## config.mk

```make
export PLATFORM = sky130hd
export DESIGN_NAME = ipc_power_ctrl
export DESIGN_NICKNAME = d
export VERILOG_FILES = /design/src/ipc_pkg.sv /design/src/ipc_cycle_count.sv /design/src/ipc_power_ctrl.sv
export VERILOG_INCLUDE_DIRS = /design/src
export SDC_FILE = /design/constraint.sdc
export NUM_CORES = 1
export LEC_CHECK = 0
export ABC_AREA = 1
export BUFFER_PORTS_ARGS = -buffer_cell sky130_fd_sc_hd__buf_2
export CAP_MARGIN = 0
export CORE_ASPECT_RATIO = 0.8
export CORE_MARGIN = 2
export CORE_UTILIZATION = 45
export CTS_CLUSTER_DIAMETER = 80
export DETAILED_ROUTE_END_ITERATION = 10
export GPL_TIMING_DRIVEN = 0
export PLACE_DENSITY = 0.86
export SLEW_MARGIN = 30
export SYNTH_ARGS = -nofsm -noshare
export SYNTH_HDL_FRONTEND = slang
export SYNTH_SLANG_ARGS = --single-unit
```

## constraint.sdc

```tcl
create_clock -name sys_clk -period 1.4 [get_ports sys_clk]
set_clock_uncertainty 0.05 [all_clocks]
set_input_delay 0.28 -clock sys_clk [delete_from_list [all_inputs] [get_ports sys_clk]]
set_output_delay 0.28 -clock sys_clk [all_outputs]
set_load 0.005 [all_outputs]
```

## src/ipc_map.svh

```systemverilog
// Constants for the idle and power-down controller.
`ifndef IPC_MAP_SVH
`define IPC_MAP_SVH
`define IPC_CTRL_IDLE_POS 0
`define IPC_CTRL_SLEEP_POS 1
`define IPC_CTRL_FLAG0_POS 2
`define IPC_CTRL_FLAG1_POS 3
`define IPC_CTRL_RESET 8'h00
`define IPC_RST_HOLD_OSC 24
`define IPC_KBD_WAKE_CLKS 1024
`endif

```

## src/ipc_pkg.sv

```systemverilog
// Types shared by the idle and power-down controller.
package ipc_pkg;
    typedef enum logic [2:0] {
        IPC_RUN = 3'b000,
        IPC_IDLE = 3'b001,
        IPC_SLEEP = 3'b010,
        IPC_SLEEP_WAKE = 3'b011,
        IPC_SLEEP_KBD = 3'b100
    } ipc_state_e;
    typedef logic [7:0] ipc_byte_t;
endpackage

```

## src/ipc_cycle_count.sv

```systemverilog
// Counter that reports when an input has stayed high for LIMIT cycles.
`timescale 1ns/1ps
module ipc_cycle_count #(
    parameter int LIMIT = 24
) (
    input wire logic sys_clk,
    input wire logic reset,
    input wire logic run,
    output logic done
);
    localparam int W = $clog2(LIMIT + 1);
    localparam logic [W-1:0] TOP = W'(LIMIT);
    logic [W-1:0] count;
    logic [W-1:0] next_count;

    always_comb begin
        next_count = count;
        if (!run) begin
            next_count = '0;
        end else if (count != TOP) begin
            next_count = count + W'(1);
        end
    end

    always_ff @(posedge sys_clk) begin
        if (reset) begin
            count <= '0;
        end else begin
            count <= next_count;
        end
    end

    assign done = run && (count == TOP);
endmodule

```

## src/ipc_power_ctrl.sv

```systemverilog
// Idle and power-down sequencing for the 8-bit controller core.
// How it works
// - Setting the idle bit finishes that write, then idle starts.
// - Idle stops the CPU clock; peripherals and interrupts keep running.
// - CPU state is frozen unchanged throughout idle.
// - Ports hold entry levels in idle, but with external memory port 0 floats and port 2 follows the core; both strobes are driven high.
// - Any enabled interrupt clears the idle bit and returns to running.
// - Two general flag bits are writable by software.
// - Reset held 24 oscillator periods ends idle and resets the core.
// - Power-down stops the oscillator after the requesting write.
// - RAM and special registers are retained through power-down.
// - Only external pins, keyboard or reset wake from power-down.
// - Keyboard wake waits 1024 clocks before running again.
// - A low pin restarts the oscillator; release completes the exit.
// - Either low pin restarts; first release exits; priority picks.
// - After an interrupt exit execution continues after the entry.
// - Reset exit reinitialises special registers; interrupt exit keeps.
// - With both bits set, power-down exit rules apply; both clear.
// - Strobes low in power-down; port 0 floats with external memory.
// - Holding port 0 drives only zeros and floats stored ones.
`timescale 1ns/1ps
`include "ipc_map.svh"
module ipc_power_ctrl #(
    parameter int RST_HOLD = `IPC_RST_HOLD_OSC,
    parameter int KBD_WAKE = `IPC_KBD_WAKE_CLKS
) (
    input wire logic sys_clk,
    input wire logic reset,
    input wire logic ctrl_wr,
    input wire ipc_pkg::ipc_byte_t ctrl_wdata,
    output ipc_pkg::ipc_byte_t power_control_reg,
    input wire logic irq_pending,
    input wire logic [1:0] ext_int_en,
    input wire logic ext_int0_n,
    input wire logic external_interrupt_one_n,
    input wire logic kbd_irq,
    input wire logic reset_pin,
    input wire logic ext_prog_mem,
    input wire logic core_ale,
    input wire logic core_strobe,
    input wire ipc_pkg::ipc_byte_t core_p0_out,
    input wire ipc_pkg::ipc_byte_t core_p0_oe_n,
    input wire ipc_pkg::ipc_byte_t core_p2_out,
    input wire ipc_pkg::ipc_byte_t p0_latch,
    input wire ipc_pkg::ipc_byte_t p2_latch,
    output logic cpu_clk_en,
    output logic periph_clk_en,
    output logic osc_en,
    output logic ram_retain,
    output logic core_reset,
    output logic [1:0] wake_src,
    output logic ale,
    output logic program_store_strobe,
    output ipc_pkg::ipc_byte_t p0_out,
    output ipc_pkg::ipc_byte_t p0_oe_n,
    output ipc_pkg::ipc_byte_t p2_out
);
    import ipc_pkg::*;

    ipc_state_e state;
    ipc_state_e next_state;
    ipc_byte_t next_power_control_reg;
    logic [1:0] next_wake_src;
    logic [1:0] held_low;
    logic [1:0] next_held_low;
    logic next_ale;
    logic next_strobe;
    ipc_byte_t next_p0_out;
    ipc_byte_t next_p0_oe_n;
    ipc_byte_t next_p2_out;
    logic rst_done;
    logic kbd_done;
    logic [1:0] pin_low;
    logic [1:0] released;
    logic idle_bit;
    logic sleep_bit;

    function automatic logic is_halted(input ipc_state_e s);
        is_halted = (s != IPC_RUN);
    endfunction

    function automatic logic is_powerdown(input ipc_state_e s);
        is_powerdown = (s == IPC_SLEEP) || (s == IPC_SLEEP_WAKE)
            || (s == IPC_SLEEP_KBD);
    endfunction

    // Reset pin must stay high for two machine cycles before it acts.
    ipc_cycle_count #(.LIMIT(RST_HOLD)) u_rst_hold (
        .sys_clk(sys_clk),
        .reset(reset),
        .run(reset_pin),
        .done(rst_done)
    );

    ipc_cycle_count #(.LIMIT(KBD_WAKE)) u_kbd_wait (
        .sys_clk(sys_clk),
        .reset(reset),
        .run(state == IPC_SLEEP_KBD),
        .done(kbd_done)
    );

    assign idle_bit = power_control_reg[`IPC_CTRL_IDLE_POS];
    assign sleep_bit = power_control_reg[`IPC_CTRL_SLEEP_POS];
    assign pin_low = {~external_interrupt_one_n, ~ext_int0_n} & ext_int_en;
    assign released = held_low & ~pin_low;

    assign core_reset = rst_done;
    assign cpu_clk_en = !is_halted(state);
    assign periph_clk_en = osc_en;
    assign ram_retain = is_halted(state);
    // Oscillator restarts as soon as a wake source is present.
    assign osc_en = (state != IPC_SLEEP) || reset_pin
        || (|pin_low) || kbd_irq;

    always_comb begin
        next_state = state;
        next_power_control_reg = power_control_reg;
        next_wake_src = wake_src;
        next_held_low = held_low;
        case (state)
            IPC_RUN: begin
                if (ctrl_wr) begin
                    next_power_control_reg = ctrl_wdata;
                    if (ctrl_wdata[`IPC_CTRL_SLEEP_POS]) begin
                        next_state = IPC_SLEEP;
                    end else if (ctrl_wdata[`IPC_CTRL_IDLE_POS]) begin
                        next_state = IPC_IDLE;
                    end
                end
            end
            IPC_IDLE: begin
                if (irq_pending) begin
                    next_power_control_reg[`IPC_CTRL_IDLE_POS] = 1'b0;
                    next_state = IPC_RUN;
                end
            end
            IPC_SLEEP: begin
                if (|pin_low) begin
                    next_held_low = pin_low;
                    next_state = IPC_SLEEP_WAKE;
                end else if (kbd_irq) begin
                    next_state = IPC_SLEEP_KBD;
                end
            end
            IPC_SLEEP_WAKE: begin
                next_held_low = held_low | pin_low;
                if (|released) begin
                    next_wake_src = released[0] ? 2'h1 : 2'h2;
                    next_power_control_reg[`IPC_CTRL_IDLE_POS] = 1'b0;
                    next_power_control_reg[`IPC_CTRL_SLEEP_POS] = 1'b0;
                    next_held_low = 2'h0;
                    next_state = IPC_RUN;
                end
            end
            IPC_SLEEP_KBD: begin
                if (kbd_done) begin
                    next_wake_src = 2'h3;
                    next_power_control_reg[`IPC_CTRL_IDLE_POS] = 1'b0;
                    next_power_control_reg[`IPC_CTRL_SLEEP_POS] = 1'b0;
                    next_state = IPC_RUN;
                end
            end
            default: begin
                next_state = IPC_RUN;
            end
        endcase
        if (rst_done) begin
            next_state = IPC_RUN;
            next_power_control_reg = `IPC_CTRL_RESET;
            next_wake_src = 2'h0;
            next_held_low = 2'h0;
        end
    end

    always_ff @(posedge sys_clk) begin
        if (reset) begin
            state <= IPC_RUN;
            power_control_reg <= `IPC_CTRL_RESET;
            wake_src <= 2'h0;
            held_low <= 2'h0;
        end else begin
            state <= next_state;
            power_control_reg <= next_power_control_reg;
            wake_src <= next_wake_src;
            held_low <= next_held_low;
        end
    end

    // Pin drive follows the state the controller is entering.
    always_comb begin
        next_ale = core_ale;
        next_strobe = core_strobe;
        next_p0_out = core_p0_out;
        next_p0_oe_n = core_p0_oe_n;
        next_p2_out = core_p2_out;
        if (next_state == IPC_IDLE) begin
            next_ale = 1'b1;
            next_strobe = 1'b1;
            next_p2_out = ext_prog_mem ? core_p2_out : p2_latch;
        end else if (is_powerdown(next_state)) begin
            next_ale = 1'b0;
            next_strobe = 1'b0;
            next_p2_out = p2_latch;
        end
        if (is_halted(next_state)) begin
            next_p0_out = 8'h00;
            next_p0_oe_n = ext_prog_mem ? 8'hFF : p0_latch;
        end
    end

    always_ff @(posedge sys_clk) begin
        if (reset) begin
            ale <= 1'b1;
            program_store_strobe <= 1'b1;
            p0_out <= 8'h00;
            p0_oe_n <= 8'hFF;
            p2_out <= 8'hFF;
        end else begin
            ale <= next_ale;
            program_store_strobe <= next_strobe;
            p0_out <= next_p0_out;
            p0_oe_n <= next_p0_oe_n;
            p2_out <= next_p2_out;
        end
    end
endmodule

```

== Word level (Yosys, flattened, before mapping) ==
Index checks and enable logic that the tools add are counted.
Word-level totals
  input port bits: 61
  output and inout bits: 41
  bits in read-only memories: 0
  register bits after elaboration: 57
  latch bits: 0
  memories kept: 0
  RAM bits: 0
Operators by class
  shifts and indexed selects: 0
  multiply operators: 0
  bitwise logic cells: 8
  equal/unequal tests: 18
  multiplexer cells: 30
  divide/modulo/power cells: 0
  $lt $le $gt $ge: 0
  reductions and logical operators: 27
  add/sub/neg operators: 2
Operators with widths (number)
  2-to-1 mux 8 bit: 5
  2-to-1 mux 3 bit: 9
  2-to-1 mux 2 bit: 8
  one-hot mux 3 bit (5 select lines): 1
  OR reduction 2 bit: 7
  equality test 3 x 2 -> 1 bit (second input constant): 4
  adder 11 x 1 -> 11 bit (second input constant): 1
  equality test 11 bit (second input constant): 1
  inequality test 11 bit (second input constant): 1
  inequality test 2 bit (second input constant): 5
  nonzero test 3 bit: 3
  one-hot mux 2 bit (2 select lines): 2
  equality test 3 x 1 -> 1 bit (second input constant): 2
  equality test 3 bit (second input constant): 2
  adder 5 x 1 -> 5 bit (second input constant): 1
  equality test 5 bit (second input constant): 1
  logical OR 1 bit: 5
  inequality test 5 bit (second input constant): 1
  AND reduction 5 bit: 1
  bitwise AND 2 bit: 2
  inverter 1 bit: 4
  one-hot mux 1 bit (4 select lines): 1
  AND reduction 2 bit: 2
  AND reduction 4 bit: 1
  other kinds (11): 15

== Logic depth before layout (Yosys ltp) ==
Gate-level depths: netlist of run 1.
  depth in word-level cells: 13
  depth in mapped cells: 11
  gate-level depth less buffers: 11

== By module ==
A second synthesis of run 1 with hierarchy kept.
Unflattened totals
  cell total of the unflattened synthesis: 415
  area, all modules: 2880.3 µm²
By module, submodules not included
  ipc_power_ctrl: sequential area each 820.8 µm², area each 2005.7 µm², cells each 292, times used 1
  ipc_cycle_count (u_kbd_wait): sequential area each 220.2 µm², area each 581.8 µm², cells each 83, times used 1
  ipc_cycle_count (u_rst_hold): sequential area each 100.1 µm², area each 292.8 µm², cells each 40, times used 1

== Worst setup path before layout of run 1 ==
Ideal clock, no wire load.
  path type: reg2reg
  start point: register u_kbd_wait.count[0]
  end point: register p0_out[0]
  library setup time: 66 ps
  path slack: -115 ps
  cell stages (with the launch flop): 10
  arrival: 1399 ps
  buffers on the path: 1
  cell sequence: dfxtp_1 > inv_1 > ha_1 > nand3_1 > o21bai_2 > nand2_1 > nand2_2 > buf_6 > nand4_4 > nor2_2
On the way
  cells in the longest elaborated chain, start to end: 7
RTL lines
  start: declaration: line ipc_cycle_count.sv:13  | logic [W-1:0] count;
  start signal: assignment: line ipc_cycle_count.sv:29  | count <= next_count;
  equality test 11 bit: line ipc_cycle_count.sv:33  | assign done = run && (count == TOP);
  logical AND 1 bit: line ipc_cycle_count.sv:33
  2-to-1 mux 3 bit: line ipc_power_ctrl.sv:156  | if (kbd_done) begin
  one-hot mux 3 bit (5 select lines): line ipc_power_ctrl.sv:120  | case (state)
  2-to-1 mux 3 bit: line ipc_power_ctrl.sv:167  | if (rst_done) begin
  nonzero test 3 bit: line ipc_power_ctrl.sv:79  | is_halted = (s != IPC_RUN);
  OR reduction 2 bit (no line)
  end signal: assignment: line ipc_power_ctrl.sv:221  | p0_out <= next_p0_out;
  end: declaration: line ipc_power_ctrl.sv:54  | output ipc_pkg::ipc_byte_t p0_out,
Every way passes these cells.
A chain may end at the register's enable or synchronous reset.

== Worst setup path in the final report of run 1 ==
  start point: register state[2]
  end point: output port periph_clk_en
On the way
  cells in the longest elaborated chain, start to end: 4
RTL lines
  start: declaration: line ipc_power_ctrl.sv:60  | ipc_state_e state;
  start signal: assignment: line ipc_power_ctrl.sv:182  | state <= next_state;
  inequality test 3 x 2 -> 1 bit: line ipc_power_ctrl.sv:112  | assign osc_en = (state != IPC_SLEEP) || reset_pin
  logical OR 1 bit: line ipc_power_ctrl.sv:112
  logical OR 1 bit (2 in series): line ipc_power_ctrl.sv:113  | || (|pin_low) || kbd_irq;
  end: declaration: line ipc_power_ctrl.sv:47  | output logic periph_clk_en,
Every way passes these cells.

==> results of run 1 <==
power breakdown:
group          switching, uW  internal, uW  total, uW
clock                    760          1050       1810
sequential              44.7          1730       1780
combinational            527           461        988
total                   1330          3250       4580
per-stage QoR:
step,utilization,hold slack (ns),setup slack (ns),power (uW)
CTS,0.683,0.0809,-0.296,4420
detailed placement,0.588,0.401,-0.270,2600
floorplan,-,0.329,-0.0240,2300
global placement,0.588,0.396,-0.216,2570
finish,0.745,0.0713,-0.325,4580
global route,0.745,0.0926,-0.439,4750
how the worst min path moves through the flow:
stage                              start                    to
detailed placement  power_control_reg[2]  power_control_reg[2]
finish                    core_p0_out[3]             p0_out[3]
global placement    u_kbd_wait.count[10]  u_kbd_wait.count[10]
floorplan                          reset             p2_out[7]
CTS                       core_p0_out[1]             p0_out[1]
global route              core_p0_out[7]             p0_out[7]
what timing repair did:
action / 4_1_cts / 5_1_grt
resized for setup: 44 / 60
gates cloned: 1 / 1
setup endpoints to repair: 52 / 53
buffers inserted: 24 / 20
pin swaps: 17 / 32
cell families (layout without fill, tap and decap cells):
| family | Yosys count | in the layout | share of synthesized area |
|---|---|---|---|
| xor+xnor | 3 | 3 | 0.00927 |
| buf+inv | 73 | 234 | 0.109 |
| compound gates | 40 | 40 | 0.0772 |
| simple gates | 220 | 220 | 0.385 |
| flops | 57 | 57 | 0.402 |
| fa+ha+maj | 4 | 4 | 0.0176 |
area by class of cell:
type	instances	area, um2	area share
plain buffers	13	115	0.0257
multi-input cells	267	1700	0.381
well taps	81	101	0.0227
flip-flops and latches	57	1170	0.262
clock buffers	10	138	0.0308
repair buffers	145	920	0.206
inverters	60	235	0.0526
clock inverters	6	88.8	0.0199
worst max-delay path, delay by kind of cell, from the launching register on:
kind	cells	cell delay, ns
buffers and inverters	2	0.26
DFF	1	0.39
and+or+nand+nor	2	0.37
routing by layer:
layer | vias up | GRT usage
met3 | 38 | 0.0701
met1 | 1516 | 0.269
met5 | - | 0
met2 | 136 | 0.418
li1 | 1576 | -
met4 | 0 | 0.0588
cells in the final DEF, fill, tap and decap left out, types with 6 or more instances in the layout:
master / netlist / layout
buf_6: 3 / 17
buf_2: 4 / 101
nor2_4: 1 / 7
clkbuf_8: 0 / 10
dfxtp_2: 0 / 9
nand3_1: 38 / 27
nor2_1: 50 / 39
nand4_1: 13 / 13
o21ai_0: 7 / 6
or2_2: 11 / 9
inv_1: 57 / 44
nand3_2: 2 / 8
dfxtp_1: 57 / 43
a21oi_1: 28 / 26
nor2_2: 9 / 14
nand2_4: 4 / 7
nand2_1: 76 / 69
buf_4: 2 / 34
inv_2: 3 / 12
==> metrics.yaml, run 1 <==
yosys_warnings: 0
layout.cells.non_filler: 639
yosysSeqAreaShare: 0.402
synth_top_area_share: 0.402
detail_route.first_pass.iterations: 7
wirelength_um: 9240
cts-htree-levels: 3
path_clk_slew_ns: 0.08
maxSlewViolCount: 0
tightest_slew_ns: 0.504
cp-start-kind: "register"
max_slew_margin: 0.664
vias: 3266
die_area_mm2: 0.00696
fin_crit_sh: 1.23
grt_max_degree: 12
setup_viol: 39
largest_reg_flops: 11
design_area_mm2: 0.00447
synth_cell_types: 32
grt_pass1_vias: 2855
crit_path_cell_trace: "nor3_4, nand4_1, buf_4, buf_6"
netlist_top_cells_count: "nand2_1 (76), dfxtp_1 (57), inv_1 (57)"
syn_area_mm2: 0.00284
failed_checks: "setup timing"
r2r_slack_ns: -0.32
yosys-top-cells-area: "dfxtp_1 (40%), nand2_1 (10%), inv_1 (7.5%), nand3_1 (6.7%), nor2_1 (6.6%)"
pwr_density_cell_mw_per_mm2: 1020
status: "complete, but fails checks"
diodes: 0
tns_ns: -8.29
cts_buffers: 9
wl_per_cell_um: 14.5
regMostFlops: "u_kbd_wait.count"
clock_sinks: 57
hold_violations: 0
antenna_found_initial: 0
wl_met3_um: 648
vias_per_cell: 5.11
syn_to_final_growth_pct: 57.7
vdd_drop_max_mv: 0.701
synth_edf_count: 0
fp.dieH_um: 75.0
hpwl_um: 5370
grt-ovfl-total: 0
p_leak_uw: 0.00219
clock_path_buffers: 2
cp-end-kind: "output pin"
cap_viol_max_count: 0
syn_inst: 397
crit_required_ns: 1.07
die_w_um: 92.8
synthesis.nets: 462
wirelength_met1_um: 3570
rsz0062_at_grt: "true"
io_buffers: 101
synthArstFlopShare: 0
core_region_area_mm2: 0.00601
grt_first_pass_wirelength_um: 12500
place_area_mm2: 0.00353
period_needed_ns: 1.72
initial_core_util: 0.472
std_cell_rows: 25
wl_met2_um: 4800
fin_nets: 618
path_max_fanout: 5
routed.top_layer: "met4"
place_inst: 579
reg2reg_from: "state[2]"
synth_seq_cells: 57
io_pins: 102
insertion_delay_ns: 0.36
endpoint: "periph_clk_en"
fin_ws_ns: -0.325
gp_congestion: 0.807
drt_iter0_markers: 245
cts_tree: "yes"
r2r_cells: 11
layout-drive-gt1-share: 0.495
ant_nets: 0
setup.worst_path.start: "state[2]"
max_freq_mhz: 580
drcViolationCount: 0
crit_arrival_ns: 1.39
reg2reg_to: "p2_out[2]"
max_stage_delay_ns: 0.39
yosysMostFrequentCell: "nand2_1"
crit_type: "reg2out"
holdBufCountCts: 0
crit_slowest_cell: "dfxtp_4"
synth_top_area_cell: "dfxtp_1"
synth_area_per_cell_um2: 7.14
grt_usage: 0.230
ctsRootBufferMaster: "clkbuf_8"
fill_cells: 415
hp-class: "in2reg"
synth_ff_type: "dfxtp_1"
whs_path_depth: 3
No activity file was read; power rests on OpenSTA's default activity.
==> inputs of run 2 (changes only) <==
--- a/config.mk
+++ b/config.mk
@@ -11,12 +11,14 @@
 export CAP_MARGIN = 0
 export CORE_ASPECT_RATIO = 0.8
 export CORE_MARGIN = 2
-export CORE_UTILIZATION = 45
+export CORE_UTILIZATION = 53
 export CTS_CLUSTER_DIAMETER = 80
 export DETAILED_ROUTE_END_ITERATION = 10
 export GPL_TIMING_DRIVEN = 0
-export PLACE_DENSITY = 0.86
+export MAX_ROUTING_LAYER = met4
+export PLACE_DENSITY = 0.95
 export SLEW_MARGIN = 30
 export SYNTH_ARGS = -nofsm -noshare
 export SYNTH_HDL_FRONTEND = slang
 export SYNTH_SLANG_ARGS = --single-unit
+export TNS_END_PERCENT = 100
==> constraint.sdc (replaced) <==
create_clock -name sys_clk -period 2.05 [get_ports sys_clk]
set_clock_uncertainty 0.05 [all_clocks]
set_input_delay 0.41 -clock sys_clk [delete_from_list [all_inputs] [get_ports sys_clk]]
set_output_delay 0.41 -clock sys_clk [all_outputs]
set_load 0.005 [all_outputs]
==> metrics.yaml, run 2 (synthesis gave the netlist of run 1 again) <==
status: "complete, but fails checks"  # unchanged
failed_checks: "DRC"  # was setup timing
cp-end-kind: "output pin"  # unchanged
ant_nets: 0  # unchanged
max_stage_delay_ns: 0.39  # about the same
hpwl_um: 5200  # was 5370 um
antenna_found_initial: 0  # unchanged
clock_sinks: 57  # unchanged
rsz0062_at_grt: "false"  # was true
grt_max_degree: 13  # was 12
vias: 2930  # was 3266
path_max_fanout: 5  # unchanged
wl_per_cell_um: 12.2  # was 14.5 um
crit_path_cell_trace: "nor3_4, nand4_1, buf_4, buf_2"  # was nor3_4, nand4_1, buf_4, buf_6
drt_iter0_markers: 156  # was 245
fin_nets: 574  # was 618
post-cts-setup-buffers: 0  # was 24
crit_arrival_ns: 1.48  # was 1.39 ns
layout_commonest_cell: "buf_2"  # unchanged
io_pins: 102  # unchanged
whs_ns: 0.234  # was 0.0713 ns
critPathTopFamily: "simple AND/OR/NAND/NOR gates"  # was flip-flops
max_slew_margin: 0.685  # was 0.664
grt-ovfl-total: 0  # unchanged
cts_buffers: 9  # unchanged
clock_path_buffers: 2  # unchanged
core_region_area_mm2: 0.00509  # was 0.00601 mm2
initial_core_util: 0.557  # was 0.472
cts-htree-levels: 3  # unchanged
tightest_slew_ns: 0.472  # was 0.504 ns
grt_first_pass_wirelength_um: 11600  # was 12500 um
insertion_delay_ns: 0.35  # was 0.36 ns
drcViolationCount: 8  # was 0
fill_cells: 400  # was 415
die_area_mm2: 0.00596  # was 0.00696 mm2
layout-drive-gt1-share: 0.327  # was 0.495
vdd_drop_max_mv: 0.534  # was 0.701 mV
std_cell_rows: 23  # was 25
grt_usage: 0.251  # was 0.230
detail_route.first_pass.iterations: 8  # was 7
regMostFlops: "u_kbd_wait.count"  # unchanged
fin_crit_sh: 0.944
grt_pass1_vias: 2741  # was 2855
diodes: 0  # unchanged
layout.cells.non_filler: 576  # was 639
max_freq_mhz: 517
crit_type: "reg2out"  # unchanged
gp_congestion: 0.811  # was 0.807
cp-start-kind: "register"  # unchanged
vias_per_cell: 5.09  # was 5.11
crit_required_ns: 1.59  # was 1.07 ns
hold_violations: 0  # unchanged
setup_viol: 0  # was 39
layout_common_cells: "buf_2 (105), nand2_1 (76), inv_1 (57)"  # was buf_2 (101), nand2_1 (69), inv_1 (44)
fin_ws_ns: 0.114  # was -0.325 ns
tns_ns: 0  # was -8.29 ns
cts_tree: "yes"  # unchanged
p_leak_uw: 0.00185  # was 0.00219 uW
crit_slowest_cell: "dfxtp_1"  # was dfxtp_4
pwr_density_cell_mw_per_mm2: 806  # was 1020 mW/mm2
cp.buffers_inverters: 2  # unchanged
io_buffers: 101  # unchanged
hp-class: "in2reg"  # unchanged
path_clk_slew_ns: 0.07  # was 0.08 ns
maxSlewViolCount: 0  # unchanged
preCtsSetupSlack_ns: 0.267  # was -0.270 ns
place_inst: 560  # was 579
fp.dieH_um: 69.4  # was 75.0 um
cap_viol_max_count: 0  # unchanged
ctsRootBufferMaster: "clkbuf_8"  # unchanged
syn_to_final_growth_pct: 28.8  # was 57.7%
largest_reg_flops: 11  # unchanged
die_w_um: 85.8  # was 92.8 um
period_needed_ns: 1.94
wirelength_um: 7020  # was 9240 um
## run 2: cell count changes in the layout (fill, tap and decap cells not counted), moves of 6 or more
cell,before,now
nor2_1,39,50
inv_1,44,57
nand3_1,27,38
nor2_4,7,1
inv_2,12,3
nand3_2,8,2
dfxtp_2,9,2
buf_6,17,3
nand2_1,69,76
dfxtp_1,43,55
buf_4,34,2
## run 2: worst paths after layout
check	start	depth (start not counted)	end	slack, ns
worst max register to register	u_kbd_wait.count[0]	9	p0_out[1]	0.24
worst max-delay path	state[2]	4	periph_clk_en	0.11
worst min register to register	power_control_reg[0]	2	power_control_reg[0]	0.41
worst min-delay path	core_p0_out[3]	3	p0_out[3]	0.23
## run 2: layer usage
metal  vias up  GRT usage  wire, um
met2       121      0.417      3410
met4         0     0.0741       165
met3        22     0.0845       506
li1       1484          -         -
met1      1303      0.289      2940
met5         -          -         0
## run 2: per-stage QoR
stage	utilization	instance area, um2	total power [uW]
detailed placement	0.671	3420	1750
global route	0.718	3650	3090
finish	0.718	3650	2950
CTS	0.716	3650	2960
global placement	0.671	3420	1740
floorplan	-	2840	1550
## run 2: repair_timing
action,in CTS,in global routing
hold buffers,0,0
endpoints found under the setup margin,0,3
gates resized for setup,0,3
## run 2: report_power, final
group | switching, uW | internal (uW)
sequential | 28.8 | 1190
clock | 508 | 696
combinational | 300 | 225
## run 2: tightest hold or removal path, cell delays in order
cell	delay (ns)
buf_2	0.08
inv_1	0.04
nor2_2	0.08
## run 2: cell type report
class / instances / area, um2 / area share
Sequential cell: 57 / 1140 / 0.313
Multi-Input combinational cell: 267 / 1390 / 0.381
Clock inverter: 7 / 103 / 0.0281
Clock buffer: 9 / 124 / 0.0339
Timing Repair Buffer: 101 / 505 / 0.138
Buffer: 13 / 83.8 / 0.0229
Inverter: 60 / 225 / 0.0616
Tap cell: 62 / 77.6 / 0.0212
